`config.mk`:
```
export PLATFORM = sky130hd
export DESIGN_NAME = synth_output_config_regs
export DESIGN_NICKNAME = d
export VERILOG_FILES = /design/src/design/synth_cfg_pkg.sv /design/src/design/level_sync.sv /design/src/design/synth_output_config_regs.sv
export SDC_FILE = /design/constraint.sdc
export NUM_CORES = 1
export LEC_CHECK = 0
export BUFFER_PORTS_ARGS = -buffer_cell sky130_fd_sc_hd__buf_2
export CAP_MARGIN = 40
export CORE_ASPECT_RATIO = 1.1
export CORE_UTILIZATION = 36
export CTS_CLUSTER_DIAMETER = 200
export DETAILED_ROUTE_END_ITERATION = 8
export GPL_ROUTABILITY_DRIVEN = 0
export PLACE_DENSITY = 0.55
export SLEW_MARGIN = 20
export SYNTH_ARGS = -nofsm -noshare
export SYNTH_HDL_FRONTEND = slang
export SYNTH_SLANG_ARGS = --single-unit
```
`constraint.sdc`:
```
create_clock -name clk_sys -period 49.3 [get_ports clk_sys]
set_clock_uncertainty 0.15 [all_clocks]
set_input_delay 7.395 -clock clk_sys [delete_from_list [all_inputs] [get_ports clk_sys]]
set_output_delay 7.395 -clock clk_sys [all_outputs]
set_load 0.05 [all_outputs]
```
`src/design/synth_cfg_pkg.sv`:
```
package synth_cfg_pkg;

	// ------------------------------------------------------------
	// Bus shape and answers
	// ------------------------------------------------------------
	localparam int         ADDR_W      = 12;
	localparam int         DATA_W      = 32;
	localparam int         IDX_LSB     = 2;
	localparam int         IDX_MSB     = 8;
	localparam logic [1:0] RESP_OKAY   = 2'h0;
	localparam logic [1:0] RESP_SLVERR = 2'h2;

	// ------------------------------------------------------------
	// Register indexes (byte address is four times the index)
	// ------------------------------------------------------------
	localparam int         REG_FIRST          = 'h28;
	localparam int         REG_LAST           = 'h6f;
	localparam logic [6:0] IDX_LOCK_STATE     = 7'h28;
	localparam logic [6:0] IDX_RSVD_29        = 7'h29;
	localparam logic [6:0] IDX_PROG_GATE      = 7'h36;
	localparam logic [6:0] IDX_PROG_RUN       = 7'h37;
	localparam logic [6:0] IDX_PROG_MULT_LO   = 7'h38;
	localparam logic [6:0] IDX_PROG_MULT_HI   = 7'h39;
	localparam logic [6:0] IDX_PROG_CLK_PHASE = 7'h3a;
	localparam logic [6:0] IDX_PROG_FINE      = 7'h3d;
	localparam logic [6:0] IDX_PROG_RATE      = 7'h3e;
	localparam logic [6:0] IDX_PROG_STYLE     = 7'h3f;
	localparam logic [6:0] IDX_PROG_PDLY_LO   = 7'h40;
	localparam logic [6:0] IDX_PROG_PDLY_HI   = 7'h41;
	localparam logic [6:0] IDX_PROG_PCOARSE   = 7'h42;
	localparam logic [6:0] IDX_SDH_GATE       = 7'h50;
	localparam logic [6:0] IDX_SDH_RUN        = 7'h51;
	localparam logic [6:0] IDX_SDH_DIV        = 7'h52;
	localparam logic [6:0] IDX_SDH_CLK_PHASE  = 7'h53;
	localparam logic [6:0] IDX_SDH_FINE       = 7'h55;
	localparam logic [6:0] IDX_SDH_RATE       = 7'h56;
	localparam logic [6:0] IDX_SDH_STYLE      = 7'h57;
	localparam logic [6:0] IDX_SDH_PDLY_LO    = 7'h58;
	localparam logic [6:0] IDX_SDH_PDLY_HI    = 7'h59;
	localparam logic [6:0] IDX_SDH_PCOARSE    = 7'h5a;
	localparam logic [6:0] IDX_DIFF_CTRL      = 7'h60;
	localparam logic [6:0] IDX_DIFF_RATE      = 7'h61;
	localparam logic [6:0] IDX_FB_FINE        = 7'h63;
	localparam logic [6:0] IDX_MODE_SELECT    = 7'h65;
	localparam logic [6:0] IDX_CA_MULT_LO     = 7'h67;
	localparam logic [6:0] IDX_CA_MULT_HI     = 7'h68;
	localparam logic [6:0] IDX_CA_SCM_LO      = 7'h69;
	localparam logic [6:0] IDX_CA_SCM_HI      = 7'h6a;
	localparam logic [6:0] IDX_CA_CFM_LO_B0   = 7'h6b;
	localparam logic [6:0] IDX_CA_CFM_LO_B1   = 7'h6c;
	localparam logic [6:0] IDX_CA_CFM_HI_B0   = 7'h6d;
	localparam logic [6:0] IDX_CA_CFM_HI_B1   = 7'h6e;
	localparam logic [6:0] IDX_CA_CYCLES      = 7'h6f;

	// ------------------------------------------------------------
	// Reset values: the zero default and those that are not zero
	// ------------------------------------------------------------
	localparam logic [7:0] RST_ZERO       = 8'h00;
	localparam logic [7:0] RST_LOCK_STATE = 8'h04;
	localparam logic [7:0] RST_RSVD_29    = 8'h03;
	localparam logic [7:0] RST_GATE       = 8'h8f;
	localparam logic [7:0] RST_RUN        = 8'h0f;
	localparam logic [7:0] RST_PROG_MULT_HI = 8'h01;
	localparam logic [7:0] RST_PULSE_RATE = 8'h05;
	localparam logic [7:0] RST_PROG_STYLE = 8'h83;
	localparam logic [7:0] RST_SDH_DIV    = 8'h42;
	localparam logic [7:0] RST_SDH_STYLE  = 8'h23;
	localparam logic [7:0] RST_DIFF_CTRL  = 8'ha3;
	localparam logic [7:0] RST_DIFF_RATE  = 8'h53;
	localparam logic [7:0] RST_FB_FINE    = 8'hf5;

	// ------------------------------------------------------------
	// Field positions and step sizes
	// ------------------------------------------------------------
	localparam int  CLK_BIT        = 0;
	localparam int  PULSE_BIT      = 1;
	localparam int  DIFF_EN_BIT    = 0;
	localparam int  MULT_HI_W      = 6;
	localparam int  REF_COUNT      = 3;
	localparam int  STAT_LOCK_BIT  = 0;
	localparam int  STAT_HOLD_BIT  = 1;
	localparam int  STAT_FREE_BIT  = 2;
	localparam real PROG_STEP_MHZ  = 262.14;
	localparam real SDH_STEP_MHZ   = 311.04;
	localparam int  COARSE_STEP_KHZ = 8;

	typedef enum logic [1:0] {MODE_AUTO, MODE_CUSTOM_A, MODE_CUSTOM_B} refMode_t;

	typedef struct packed {
		logic [ADDR_W-1:0] awaddr;
		logic              awvalid;
		logic [DATA_W-1:0] wdata;
		logic [3:0]        wstrb;
		logic              wvalid;
		logic              bready;
		logic [ADDR_W-1:0] araddr;
		logic              arvalid;
		logic              rready;
	} axiReq_t;

	typedef struct packed {
		logic              awready;
		logic              wready;
		logic              bvalid;
		logic [1:0]        bresp;
		logic              arready;
		logic              rvalid;
		logic [DATA_W-1:0] rdata;
		logic [1:0]        rresp;
	} axiRsp_t;

	typedef struct packed {
		logic [13:0] progMultiplier;
		logic [7:0]  progClkPhase;
		logic [7:0]  progFineAlign;
		logic [7:0]  progPulseRate;
		logic [7:0]  progPulseStyle;
		logic [15:0] progPulseFine;
		logic [7:0]  progPulseCoarse;
		logic [7:0]  sdhDivider;
		logic [7:0]  sdhClkPhase;
		logic [7:0]  sdhFineAlign;
		logic [7:0]  sdhPulseRate;
		logic [7:0]  sdhPulseStyle;
		logic [15:0] sdhPulseFine;
		logic [7:0]  sdhPulseCoarse;
		logic [7:0]  diffRate;
		logic [7:0]  fbFineAlign;
		logic [13:0] custAMultiplier;
		logic [7:0]  custAScmLow;
		logic [7:0]  custAScmHigh;
		logic [15:0] custACfmLow;
		logic [15:0] custACfmHigh;
	} synthConfig_t;

	typedef struct packed {
		logic progClk;
		logic progPulse;
		logic sdhClk;
		logic sdhPulse;
		logic diffClk;
	} outputDrive_t;

	// Locations that answer on the bus
	function automatic logic isMapped(input logic [6:0] idx);
		return idx == IDX_LOCK_STATE || idx == IDX_RSVD_29
			|| (idx >= IDX_PROG_GATE && idx <= IDX_PROG_CLK_PHASE)
			|| (idx >= IDX_PROG_FINE && idx <= IDX_PROG_PCOARSE)
			|| (idx >= IDX_SDH_GATE && idx <= IDX_SDH_CLK_PHASE)
			|| (idx >= IDX_SDH_FINE && idx <= IDX_SDH_PCOARSE)
			|| idx == IDX_DIFF_CTRL || idx == IDX_DIFF_RATE || idx == IDX_FB_FINE
			|| idx == IDX_MODE_SELECT || (idx >= IDX_CA_MULT_LO && idx <= IDX_CA_CYCLES);
	endfunction

	// Value each location takes at reset
	function automatic logic [7:0] regReset(input logic [6:0] idx);
		case (idx)
			IDX_LOCK_STATE:               return RST_LOCK_STATE;
			IDX_RSVD_29:                  return RST_RSVD_29;
			IDX_PROG_GATE, IDX_SDH_GATE:  return RST_GATE;
			IDX_PROG_RUN, IDX_SDH_RUN:    return RST_RUN;
			IDX_PROG_MULT_HI:             return RST_PROG_MULT_HI;
			IDX_PROG_RATE, IDX_SDH_RATE:  return RST_PULSE_RATE;
			IDX_PROG_STYLE:               return RST_PROG_STYLE;
			IDX_SDH_DIV:                  return RST_SDH_DIV;
			IDX_SDH_STYLE:                return RST_SDH_STYLE;
			IDX_DIFF_CTRL:                return RST_DIFF_CTRL;
			IDX_DIFF_RATE:                return RST_DIFF_RATE;
			IDX_FB_FINE:                  return RST_FB_FINE;
			default:                      return RST_ZERO;
		endcase
	endfunction

endpackage

```
`src/design/level_sync.sv`:
```
`timescale 1ns/1ps
module level_sync
	import synth_cfg_pkg::*;
#(
	parameter int WIDTH = 1
)(
	input  wire logic             clk_sys,
	input  wire logic             clearN,
	input  wire logic [WIDTH-1:0] levelIn,
	output logic      [WIDTH-1:0] levelOut
);

	typedef struct packed {
		logic [WIDTH-1:0] first;
		logic [WIDTH-1:0] second;
	} syncState_t;

	syncState_t state_q;
	syncState_t state_d;

	// Two stages; the first is read only by the second
	always_comb begin
		state_d = state_q;
		state_d.first = levelIn;
		state_d.second = state_q.first;
	end

	always_ff @(posedge clk_sys or negedge clearN) begin
		if (!clearN) begin
			state_q <= '0;
		end else begin
			state_q <= state_d;
		end
	end

	assign levelOut = state_q.second;

endmodule

```
`src/design/synth_output_config_regs.sv`:
```
`timescale 1ns/1ps
// How it works
// Programmable clock is N times 8 kHz
// Programmable pulse fine delay, sixteen bits
// SDH pulse fine delay, sixteen bits
// Coarse pulse delay in 8 kHz cycles
// Programmable outputs driven only when enabled
// Programmable run register starts generation
// SDH enable and run gate outputs
// SDH divider selects clock, resets 42
// Coarse clock phase per path, resets zero
// Fine alignment per path and feedback
// Per-path pulse rate and pulse style
// Differential clock enable and rate select
// Read-only lock and holdover status
// Per-reference auto, custom A, custom B
// Custom A fourteen-bit N multiplier
// Custom A single-cycle and frequency low limits
// Host leaves reserved locations at default
// Custom A high limit and cycles minus one
module synth_output_config_regs
	import synth_cfg_pkg::*;
(
	input  wire logic                 clk_sys,
	input  wire logic                 resetn,
	input  wire axiReq_t              axiReq,
	output axiRsp_t                   axiRsp,
	input  wire logic                 lockedPin,
	input  wire logic                 holdoverPin,
	output synthConfig_t              synthConfig,
	output outputDrive_t              outputDrive,
	output logic [2*REF_COUNT-1:0]    refModeSel,
	output logic                      customAInUse,
	output logic [8:0]                monitorCycles
);

	// ------------------------------------------------------------
	// State
	// ------------------------------------------------------------
	typedef enum logic [0:0] {WR_IDLE, WR_RESP} wrState_t;
	typedef enum logic [0:0] {RD_IDLE, RD_DATA} rdState_t;

	typedef struct packed {
		wrState_t                     wrState;
		rdState_t                     rdState;
		logic                         haveAddr;
		logic                         haveData;
		logic [6:0]                   wrIndex;
		logic                         wrUpperOk;
		logic [7:0]                   wrByte;
		logic                         wrLane;
		axiRsp_t                      rsp;
		logic [REG_LAST:REG_FIRST][7:0] regFile;
		outputDrive_t                 drive;
		logic [2*REF_COUNT-1:0]       refMode;
		logic                         custAUsed;
		logic [8:0]                   cycles;
	} state_t;

	// Reset image of the whole state
	function automatic state_t resetState();
		state_t s;
		s = '0;
		s.rsp.awready = 1'b1;
		s.rsp.wready = 1'b1;
		s.rsp.arready = 1'b1;
		for (int i = REG_FIRST; i <= REG_LAST; i++) begin
			s.regFile[i] = regReset(7'(i));
		end
		s.drive.progClk = RST_GATE[CLK_BIT] & RST_RUN[CLK_BIT];
		s.drive.progPulse = RST_GATE[PULSE_BIT] & RST_RUN[PULSE_BIT];
		s.drive.sdhClk = RST_GATE[CLK_BIT] & RST_RUN[CLK_BIT];
		s.drive.sdhPulse = RST_GATE[PULSE_BIT] & RST_RUN[PULSE_BIT];
		s.drive.diffClk = RST_DIFF_CTRL[DIFF_EN_BIT];
		s.cycles = 9'(RST_ZERO) + 9'h1;
		return s;
	endfunction

	localparam state_t STATE_RESET = resetState();

	state_t                 state_q;
	state_t                 state_d;
	logic                   resetSyncN;
	logic [1:0]             statusSync;
	logic [2*REF_COUNT-1:0] modeDecoded;

	// ------------------------------------------------------------
	// Reset release and pin synchronisers
	// ------------------------------------------------------------

	// Reset asserts at once and releases after two edges
	level_sync #(
		.WIDTH (1)
	) resetRelease (
		.clk_sys  (clk_sys),
		.clearN   (resetn),
		.levelIn  (1'b1),
		.levelOut (resetSyncN)
	);

	// Lock and holdover levels come from the loop's own domain
	level_sync #(
		.WIDTH (2)
	) statusPins (
		.clk_sys  (clk_sys),
		.clearN   (resetSyncN),
		.levelIn  ({holdoverPin, lockedPin}),
		.levelOut (statusSync)
	);

	// ------------------------------------------------------------
	// Per-reference monitor mode decode
	// ------------------------------------------------------------
	genvar r;
	generate
		for (r = 0; r < REF_COUNT; r++) begin : refDecode
			logic [1:0] field;
			refMode_t   mode;
			assign field = state_q.regFile[IDX_MODE_SELECT][2*r+1:2*r];
			// Unused code three falls back to auto detection
			always_comb begin
				case (field)
					2'h1:    mode = MODE_CUSTOM_A;
					2'h2:    mode = MODE_CUSTOM_B;
					default: mode = MODE_AUTO;
				endcase
			end
			assign modeDecoded[2*r+1:2*r] = mode;
		end
	endgenerate

	// ------------------------------------------------------------
	// Next state
	// ------------------------------------------------------------
	always_comb begin
		logic       awTake;
		logic       wTake;
		logic       arTake;
		logic       wrOk;
		logic       rdOk;
		logic [6:0] rdIndex;
		logic       anyA;
		awTake = 1'b0;
		wTake = 1'b0;
		arTake = 1'b0;
		wrOk = 1'b0;
		rdOk = 1'b0;
		rdIndex = '0;
		anyA = 1'b0;
		state_d = state_q;

		// A channel moves when valid meets ready
		awTake = axiReq.awvalid & state_q.rsp.awready;
		wTake = axiReq.wvalid & state_q.rsp.wready;
		arTake = axiReq.arvalid & state_q.rsp.arready;

		// Capture address and data in whichever order they come
		if (awTake) begin
			state_d.haveAddr = 1'b1;
			state_d.wrIndex = axiReq.awaddr[IDX_MSB:IDX_LSB];
			state_d.wrUpperOk =
				axiReq.awaddr[ADDR_W-1:IDX_MSB+1] == '0;
		end
		if (wTake) begin
			state_d.haveData = 1'b1;
			state_d.wrByte = axiReq.wdata[7:0];
			state_d.wrLane = axiReq.wstrb[0];
		end

		// Write commit and response
		case (state_q.wrState)
			WR_IDLE: begin
				if (state_d.haveAddr && state_d.haveData) begin
					// Status is read-only; writes there are refused
					wrOk =
						state_d.wrUpperOk && isMapped(state_d.wrIndex)
						&& state_d.wrIndex != IDX_LOCK_STATE;
					if (wrOk && state_d.wrLane) begin
						state_d.regFile[state_d.wrIndex] = state_d.wrByte;
					end
					state_d.rsp.bvalid = 1'b1;
					state_d.rsp.bresp =
						wrOk ? RESP_OKAY : RESP_SLVERR;
					state_d.haveAddr = 1'b0;
					state_d.haveData = 1'b0;
					state_d.wrState = WR_RESP;
				end
			end
			WR_RESP: begin
				if (axiReq.bready) begin
					state_d.rsp.bvalid = 1'b0;
					state_d.wrState = WR_IDLE;
				end
			end
			default: begin
				state_d.wrState = WR_IDLE;
			end
		endcase
		state_d.rsp.awready =
			!state_d.haveAddr && state_d.wrState == WR_IDLE;
		state_d.rsp.wready =
			!state_d.haveData && state_d.wrState == WR_IDLE;

		// Read answer; unmapped locations read zero with an error
		case (state_q.rdState)
			RD_IDLE: begin
				if (arTake) begin
					rdIndex = axiReq.araddr[IDX_MSB:IDX_LSB];
					rdOk =
						axiReq.araddr[ADDR_W-1:IDX_MSB+1] == '0 && isMapped(rdIndex);
					state_d.rsp.rdata =
						rdOk ? {24'h0, state_q.regFile[rdIndex]} : '0;
					state_d.rsp.rresp =
						rdOk ? RESP_OKAY : RESP_SLVERR;
					state_d.rsp.rvalid = 1'b1;
					state_d.rdState = RD_DATA;
				end
			end
			RD_DATA: begin
				if (axiReq.rready) begin
					state_d.rsp.rvalid = 1'b0;
					state_d.rdState = RD_IDLE;
				end
			end
			default: begin
				state_d.rdState = RD_IDLE;
			end
		endcase
		state_d.rsp.arready =
			state_d.rdState == RD_IDLE;

		// Lock, holdover and free-run view of the loop
		state_d.regFile[IDX_LOCK_STATE] = '0;
		state_d.regFile[IDX_LOCK_STATE][STAT_LOCK_BIT] =
			statusSync[0];
		state_d.regFile[IDX_LOCK_STATE][STAT_HOLD_BIT] =
			statusSync[1];
		state_d.regFile[IDX_LOCK_STATE][STAT_FREE_BIT] =
			!statusSync[0] && !statusSync[1];

		// Output drive: enable gates, run starts generation
		state_d.drive.progClk = state_q.regFile[IDX_PROG_GATE][CLK_BIT]
			& state_q.regFile[IDX_PROG_RUN][CLK_BIT];
		state_d.drive.progPulse = state_q.regFile[IDX_PROG_GATE][PULSE_BIT]
			& state_q.regFile[IDX_PROG_RUN][PULSE_BIT];
		state_d.drive.sdhClk = state_q.regFile[IDX_SDH_GATE][CLK_BIT]
			& state_q.regFile[IDX_SDH_RUN][CLK_BIT];
		state_d.drive.sdhPulse = state_q.regFile[IDX_SDH_GATE][PULSE_BIT]
			& state_q.regFile[IDX_SDH_RUN][PULSE_BIT];
		state_d.drive.diffClk =
			state_q.regFile[IDX_DIFF_CTRL][DIFF_EN_BIT];

		// Monitor mode per reference and custom A usage
		state_d.refMode = modeDecoded;
		for (int i = 0; i < REF_COUNT; i++) begin
			if (modeDecoded[2*i +: 2] == MODE_CUSTOM_A) begin
				anyA = 1'b1;
			end
		end
		state_d.custAUsed = anyA;

		// Stored value is monitoring cycles minus one
		state_d.cycles =
			9'(state_q.regFile[IDX_CA_CYCLES]) + 9'h1;
	end

	// ------------------------------------------------------------
	// State register
	// ------------------------------------------------------------
	always_ff @(posedge clk_sys or negedge resetSyncN) begin
		if (!resetSyncN) begin
			state_q <= STATE_RESET;
		end else begin
			state_q <= state_d;
		end
	end

	// ------------------------------------------------------------
	// Outputs, all straight from state
	// ------------------------------------------------------------
	assign axiRsp = state_q.rsp;
	assign outputDrive = state_q.drive;
	assign refModeSel = state_q.refMode;
	assign customAInUse = state_q.custAUsed;
	assign monitorCycles = state_q.cycles;

	// Programmable path settings
	assign synthConfig.progMultiplier =
		{state_q.regFile[IDX_PROG_MULT_HI][MULT_HI_W-1:0],
		state_q.regFile[IDX_PROG_MULT_LO]};
	assign synthConfig.progClkPhase =
		state_q.regFile[IDX_PROG_CLK_PHASE];
	assign synthConfig.progFineAlign =
		state_q.regFile[IDX_PROG_FINE];
	assign synthConfig.progPulseRate =
		state_q.regFile[IDX_PROG_RATE];
	assign synthConfig.progPulseStyle =
		state_q.regFile[IDX_PROG_STYLE];
	assign synthConfig.progPulseFine =
		{state_q.regFile[IDX_PROG_PDLY_HI],
		state_q.regFile[IDX_PROG_PDLY_LO]};
	assign synthConfig.progPulseCoarse =
		state_q.regFile[IDX_PROG_PCOARSE];

	// SDH path settings
	assign synthConfig.sdhDivider =
		state_q.regFile[IDX_SDH_DIV];
	assign synthConfig.sdhClkPhase =
		state_q.regFile[IDX_SDH_CLK_PHASE];
	assign synthConfig.sdhFineAlign =
		state_q.regFile[IDX_SDH_FINE];
	assign synthConfig.sdhPulseRate =
		state_q.regFile[IDX_SDH_RATE];
	assign synthConfig.sdhPulseStyle =
		state_q.regFile[IDX_SDH_STYLE];
	assign synthConfig.sdhPulseFine =
		{state_q.regFile[IDX_SDH_PDLY_HI],
		state_q.regFile[IDX_SDH_PDLY_LO]};
	assign synthConfig.sdhPulseCoarse =
		state_q.regFile[IDX_SDH_PCOARSE];

	// Differential output and feedback alignment
	assign synthConfig.diffRate =
		state_q.regFile[IDX_DIFF_RATE];
	assign synthConfig.fbFineAlign =
		state_q.regFile[IDX_FB_FINE];

	// Custom monitoring configuration A
	assign synthConfig.custAMultiplier =
		{state_q.regFile[IDX_CA_MULT_HI][MULT_HI_W-1:0],
		state_q.regFile[IDX_CA_MULT_LO]};
	assign synthConfig.custAScmLow =
		state_q.regFile[IDX_CA_SCM_LO];
	assign synthConfig.custAScmHigh =
		state_q.regFile[IDX_CA_SCM_HI];
	assign synthConfig.custACfmLow =
		{state_q.regFile[IDX_CA_CFM_LO_B1],
		state_q.regFile[IDX_CA_CFM_LO_B0]};
	assign synthConfig.custACfmHigh =
		{state_q.regFile[IDX_CA_CFM_HI_B1],
		state_q.regFile[IDX_CA_CFM_HI_B0]};

endmodule

```
==> results of run 1 <==
critical path: stages:
cell and delay, ps:
buf_6 460, buf_4 370, buf_16 270, buf_4 490, mux4_2 620, a22oi_1 320
a22oi_1 170, nor4_1 760, o21ai_0 150
final timing paths:
path / start / slack [ps] / end
min: resetRelease.levelOut / 160 / synthConfig[6]
max reg2reg: axiRsp[40] / 45170 / synthConfig[113]
max in group asynchronous: resetn / 42470 / resetRelease.levelOut
max: axiReq[4] / 38520 / axiRsp[3]
min in group clk_sys: statusPins.state_d[0] / 200 / statusPins.levelOut[0]
min reg2reg: resetRelease.levelOut / 160 / synthConfig[6]
layer usage:
layer  share of wire (%)  GRT usage [%]
met2                  48           32.8
met5               0.016              0
met1                  43           27.0
met3                 5.8           4.67
met4                 3.8           8.20
final cells by class:
class / count / area, um2 / area share (%)
repair buffers: 343 / 2090 / 6.71
flip-flops and latches: 634 / 15900 / 51.2
clock inverters: 36 / 544 / 1.75
inverters: 27 / 101 / 0.326
multi-input cells: 1078 / 9190 / 29.5
well taps: 1045 / 1310 / 4.20
clock buffers: 93 / 1950 / 6.27
kinds of logic after synthesis:
group,share of synthesized area [%]
xor+xnor,0.183
fa+ha+maj,0.0436
simple gates,6.67
flops,55.5
buf+inv,13.0
mux,18.1
compound gates,6.48
other cells,0.0262
cells in the final DEF (no fill, tap or decap), types with 19 or more instances in the layout:
cell type  count
mux2i_1       99
buf_2        284
conb_1        27
mux4_2        96
nor2_1       105
nand2_1      108
buf_4         35
clkbuf_16     72
mux2_2       160
a22oi_1       40
nor2b_1       25
dfrtp_1      576
inv_1         20
a21oi_1       88
dfstp_2       57
nand3_1       19
o21ai_0       69
power groups by stage:
stage | clock, mW | combinational (mW) | sequential, mW
finish | 0.569 | 0.229 | 0.553
global route | 0.602 | 0.241 | 0.554
CTS | 0.581 | 0.229 | 0.553
detailed placement | 0 | 0.229 | 0.563
global placement | 0 | 0.220 | 0.562
floorplan | 0 | 0.137 | 0.564
state kept, by name, summed over array words and instances, names as in the netlist:
signal	cells
synthConfig	212
statusPins.levelOut	2
state_q	373
refDecode.field	6
outputDrive	5
resetRelease.state_d	1
monitorCycles	9
resetRelease.levelOut	1
customAInUse	1
axiRsp	15
statusPins.state_d	2
state_d	1
refModeSel	6
==> impl_metrics.env, run 1 <==
export IMPL_status="finished, final reports clean"
export IMPL_power_mw=1.35
export IMPL_p_leak_nw=15.1
export IMPL_cts_buffers=70
export IMPL_antenna_found_initial=3
export IMPL_synth_ff_type="dfrtp_1"
export IMPL_viasPerCell=5.08
export IMPL_synth_area_um2=28700
export IMPL_grt_pass1_wl_mm=121
export IMPL_n_fill_cell=7396
export IMPL_hold_buffers=0
export IMPL_dr_pass1_iters=7
export IMPL_tns_ps=0
export IMPL_hold_viol_final=0
export IMPL_intPower_mw=0.941
export IMPL_drt_iter0_drc=1226
export IMPL_ir_drop_uv=27.9
export IMPL_seqPwrFrac_pct=40.9
export IMPL_relSlewSlack_pct=39.0
export IMPL_nets=2224
export IMPL_grt_overflow_total=0
export IMPL_grt_usage_pct=20.5
export IMPL_ys_seq_elements=634
export IMPL_syn_avg_cell_area_um2=12.0
export IMPL_cts_setup_buffers=0
export IMPL_synth_top_cell_by_area="dfrtp_1"
export IMPL_worst_slew_pin_slew_ps=915
export IMPL_startpoint_type="input port"
export IMPL_fp_row_count=108
export IMPL_critical_path_class="input port to register"
export IMPL_yosysWarnings=0
export IMPL_synth_top_cell_area_share_pct=50.3
export IMPL_route_detailed_drc=0
export IMPL_hold_ws_ps=164
export IMPL_syn_instance_count=2387
export IMPL_ys_seq_area_share_pct=55.5
export IMPL_cts_resized=0
export IMPL_ant_nets=0
export IMPL_max_freq_mhz=92.8
export IMPL_period_share_pct=21.9
export IMPL_crit_required_ps=49610
export IMPL_post_drt_wl_per_cell_um=25.4
export IMPL_reg2reg_depth=8
export IMPL_cp_arrival_ps=11090
export IMPL_maxCapViolations=0
export IMPL_die_area_um2=80900
export IMPL_place_hpwl_mm=58.2
export IMPL_final_cell_area_um2=31100
export IMPL_ys_types=77
export IMPL_setup_viol=0
export IMPL_clk_latency_ps=610
export IMPL_p_sw_share_pct=30.3
export IMPL_async_reset_ff_share_pct=100
export IMPL_dieWidth_um=271
export IMPL_vias=16533
export IMPL_cts_sinks=634
export IMPL_area_growth_pct=8.44
export IMPL_clock_root_buffer="clkbuf_16"
export IMPL_clk_pin_slew_ps=60
export IMPL_drive_gt1_share_pct=37.1
export IMPL_grt_pass1_vias=17352
export IMPL_finalWirelength_mm=82.7
export IMPL_cts_path_max_buffers=3
export IMPL_grt_max_degree=177
export IMPL_num_antenna_cells=0
export IMPL_placed_area_um2=28500
export IMPL_period_minus_slack_ps=10780
export IMPL_setup_ws_ps=38520
export IMPL_post_synth_top_count_cell="dfrtp_1"
export IMPL_post_route_util_pct=39.4
export IMPL_io_pins=343
export IMPL_combPwrFrac_pct=16.9
export IMPL_start_util_pct=36.4
export IMPL_p_per_area_nw_per_um2=43.4
export IMPL_io_buffers=285
export IMPL_pre_cts_slack_ps=37560
export IMPL_dp_cells=3122
export IMPL_die_y_um=298
export IMPL_holdCritPathClass="register to async pin"
export IMPL_core_area_um2=78900
export IMPL_crit_fanout=37
export IMPL_switchingPower_mw=0.409
export IMPL_end_kind="register"
export IMPL_final_cells=3256
export IMPL_yosys_top_cells_count="dfrtp_1 (577), clkbuf_1 (346), buf_4 (277)"
export IMPL_htree_num_levels=3
export IMPL_synth_edf_count=0
export IMPL_cts_tree="done"
export IMPL_grt_setup_unrepaired="false"
export IMPL_synthTopCellsByArea="dfrtp_1 (50%), mux4_2 (7.5%), buf_4 (7.2%)"
export IMPL_drv_slew=0
export IMPL_p_clk_share_pct=42.1
Power figures use the tool's default switching activity.
==> run 2: changes to the inputs <==
--- a/config.mk
+++ b/config.mk
@@ -5,6 +5,7 @@
 export SDC_FILE = /design/constraint.sdc
 export NUM_CORES = 1
 export LEC_CHECK = 0
+export ABC_AREA = 1
 export BUFFER_PORTS_ARGS = -buffer_cell sky130_fd_sc_hd__buf_2
 export CAP_MARGIN = 40
 export CORE_ASPECT_RATIO = 1.1
@@ -12,7 +13,7 @@
 export CTS_CLUSTER_DIAMETER = 200
 export DETAILED_ROUTE_END_ITERATION = 8
 export GPL_ROUTABILITY_DRIVEN = 0
-export PLACE_DENSITY = 0.55
+export PLACE_DENSITY = 0.57
 export SLEW_MARGIN = 20
 export SYNTH_ARGS = -nofsm -noshare
 export SYNTH_HDL_FRONTEND = slang
==> constraint.sdc (replaced) <==
create_clock -name clk_sys -period 8.7 [get_ports clk_sys]
set_clock_uncertainty 0.15 [all_clocks]
set_input_delay 1.305 -clock clk_sys [delete_from_list [all_inputs] [get_ports clk_sys]]
set_output_delay 1.305 -clock clk_sys [all_outputs]
set_load 0.05 [all_outputs]
==> impl_metrics.env, run 2 <==
export IMPL_period_share_pct=44.6
export IMPL_post_synth_top_count_cell="nand2_1"
export IMPL_maxCapViolations=0
export IMPL_slowest_delay_ps=590
export IMPL_synth_ff_type="dfrtp_1"
export IMPL_p_leak_nw=16.5
export IMPL_drive_gt1_share_pct=20.1
export IMPL_start_util_pct=36.5
export IMPL_hold_viol_final=0
export IMPL_violations="DRC"
export IMPL_grt_setup_unrepaired="false"
export IMPL_syn_avg_cell_area_um2=9.08
export IMPL_die_y_um=302
export IMPL_viasPerCell=5.30
export IMPL_die_area_um2=82800
export IMPL_tns_ps=0
export IMPL_vias=21531
export IMPL_grt_max_degree=201
export IMPL_crit_fanout=22
export IMPL_reg2reg_depth=8
export IMPL_drt_iter0_drc=1874
export IMPL_area_growth_pct=7.35
export IMPL_synth_top_cell_by_area="dfrtp_1"
export IMPL_route_detailed_drc=14
export IMPL_power_mw=8.11
export IMPL_worst_path_max_delay_cell="buf_4"
export IMPL_hold_buffers=0
export IMPL_clock_root_buffer="clkbuf_16"
export IMPL_cts_sinks=634
export IMPL_nets=3020
export IMPL_largest_reg_flops=373
export IMPL_io_buffers=285
export IMPL_setup_viol=0
export IMPL_ys_seq_elements=634
export IMPL_clk_pin_slew_ps=60
export IMPL_critical_path_class="input port to register"
export IMPL_clk_latency_ps=640
export IMPL_cts_tree="done"
export IMPL_rrSetupSlack_ps=5070
export IMPL_grt_pass1_wl_mm=138
export IMPL_cts_path_max_buffers=3
export IMPL_synth_top_cell_area_share_pct=49.1
export IMPL_ant_nets=0
export IMPL_num_antenna_cells=0
export IMPL_pre_cts_slack_ps=4190
export IMPL_core_area_um2=80600
export IMPL_reg2reg_to="synthConfig[6]"
export IMPL_post_drt_wl_per_cell_um=22.7
export IMPL_yosys_top_cells_count="nand2_1 (884), dfrtp_1 (577), clkbuf_1 (390)"
export IMPL_async_reset_ff_share_pct=100
export IMPL_io_pins=343
export IMPL_yosysWarnings=0
export IMPL_final_cell_area_um2=31600
export IMPL_worst_slew_pin_slew_ps=1010
export IMPL_final_cell_mix="nand2_1 (873), dfrtp_1 (576), nand4_1 (295)"
export IMPL_reg2reg_from="axiRsp[40]"
export IMPL_dieWidth_um=274
export IMPL_period_minus_slack_ps=3880
export IMPL_finalWirelength_mm=92.1
export IMPL_crit_required_ps=9070
export IMPL_drv_slew=0
export IMPL_cts_resized=0
export IMPL_synth_edf_count=0
export IMPL_holdCritPathClass="register to async pin"
export IMPL_synth_area_um2=29400
export IMPL_syn_instance_count=3239
export IMPL_ys_types=40
export IMPL_grt_overflow_total=0
export IMPL_top_register="state_q"
export IMPL_worstPathCellList="buf_2 -> nand2_2 -> nand2_1 -> nand2_1 -> nor2_1 -> nand3_1 -> o21ai_1 -> inv_2 -> buf_4 -> nand4_2 -> nand2_1 -> nand2_1"
export IMPL_end_kind="register"
export IMPL_setup_ws_ps=4820
export IMPL_placed_area_um2=28900
export IMPL_max_freq_mhz=258
export IMPL_hold_ws_ps=102
export IMPL_ys_seq_area_share_pct=54.2
export IMPL_crit_top_cell="nand2_1"
export IMPL_cts_setup_buffers=0
export IMPL_p_per_area_nw_per_um2=257
export IMPL_cts_buffers=71
export IMPL_cp_arrival_ps=4250
export IMPL_startpoint_type="input port"
export IMPL_antenna_found_initial=2
export IMPL_dr_pass1_iters=9
export IMPL_synthTopCellsByArea="dfrtp_1 (49%), nand2_1 (11%), buf_4 (7.1%)"
export IMPL_fp_row_count=109
export IMPL_relSlewSlack_pct=32.4
export IMPL_ir_drop_uv=292
export IMPL_final_common_cell="nand2_1"
export IMPL_grt_usage_pct=22.1
export IMPL_place_hpwl_mm=59.4
export IMPL_htree_num_levels=3
export IMPL_status="complete, but fails checks"
export IMPL_grt_pass1_vias=21123
==> run 2: cell count changes in the layout (fill, tap and decap cells not counted), moves of 15 or more <==
cell / previous run / this run
nand2_1: 108 / 873
nand4_1: 10 / 295
mux2_2: 160 / 0
a22oi_1: 40 / 157
o22ai_1: 5 / 110
mux2i_1: 99 / 0
mux4_2: 96 / 0
a21oi_1: 88 / 33
inv_1: 20 / 58
nand3_1: 19 / 51
nor2b_1: 25 / 0
nand4_4: 0 / 20
nand2_2: 1 / 20
nand2b_1: 15 / 0
==> run 2: worst max-delay path: cells and delay by family <==
kind | cells | cell delay [ps]
compound gates | 1 | 150
buf+inv | 3 | 1310
simple gates | 8 | 1450
==> run 2: area by class of cell <==
cell class	count	area (um2)
clock buffer	105	2060
clock inverter	26	424
fill	7936	49000
inverter	74	280
multi-input combinational	1820	9370
sequential	634	15900
tap	1054	1320
timing repair buffer	349	2170
==> run 2: worst max path at each step <==
stage	endpoint	depth (start not counted)	startpoint	slack [ps]
6_report	synthConfig[6]	12	axiReq[52]	4820
5_1_grt	synthConfig[1]	12	axiReq[52]	4630
4_1_cts	synthConfig[60]	12	axiReq[52]	4850
3_5_place_dp	state_q[539]	9	axiReq[52]	4190
3_3_place_gp	synthConfig[83]	14	axiReq[52]	4070
2_1_floorplan	axiRsp[1]	0	resetRelease.levelOut	2440
==> run 2: cells by family (layout without fill, tap and decap cells) <==
logic type | after synthesis | in the layout | synth area share (%)
adders and majority gates | 1 | 1 | 0.0426
and+or+nand+nor | 1403 | 1403 | 22.7
other | 2 | 27 | 0.0255
buffers and inverters | 810 | 554 | 14.4
AOI/OAI and AO/OA | 383 | 383 | 8.45
xor gates and xnor gates | 6 | 6 | 0.179
DFF | 634 | 634 | 54.2
==> run 2: power by group <==
part           switching (mW)  leakage (nW)  internal, mW  total (mW)
sequential             0.0442          8.59          3.03        3.07
combinational            1.52          6.75         0.319        1.84
clock                    1.28          1.21          1.92        3.21
==> run 2: metrics by stage <==
step	std cells	util (%)
floorplan	3264	-
global placement	3905	35.6
detailed placement	3924	35.9
CTS	4055	39.0
global route	4062	39.2
finish	4062	39.2
==> run 2: per-layer routing <==
layer  vias to the layer above  wire length, um  track usage [%]
met4                         4             3490             9.31
li1                       9899                -                -
met5                         -               27                0
met2                       808            43500             35.0
met3                       166             5650             3.57
met1                     10654            39400             30.0
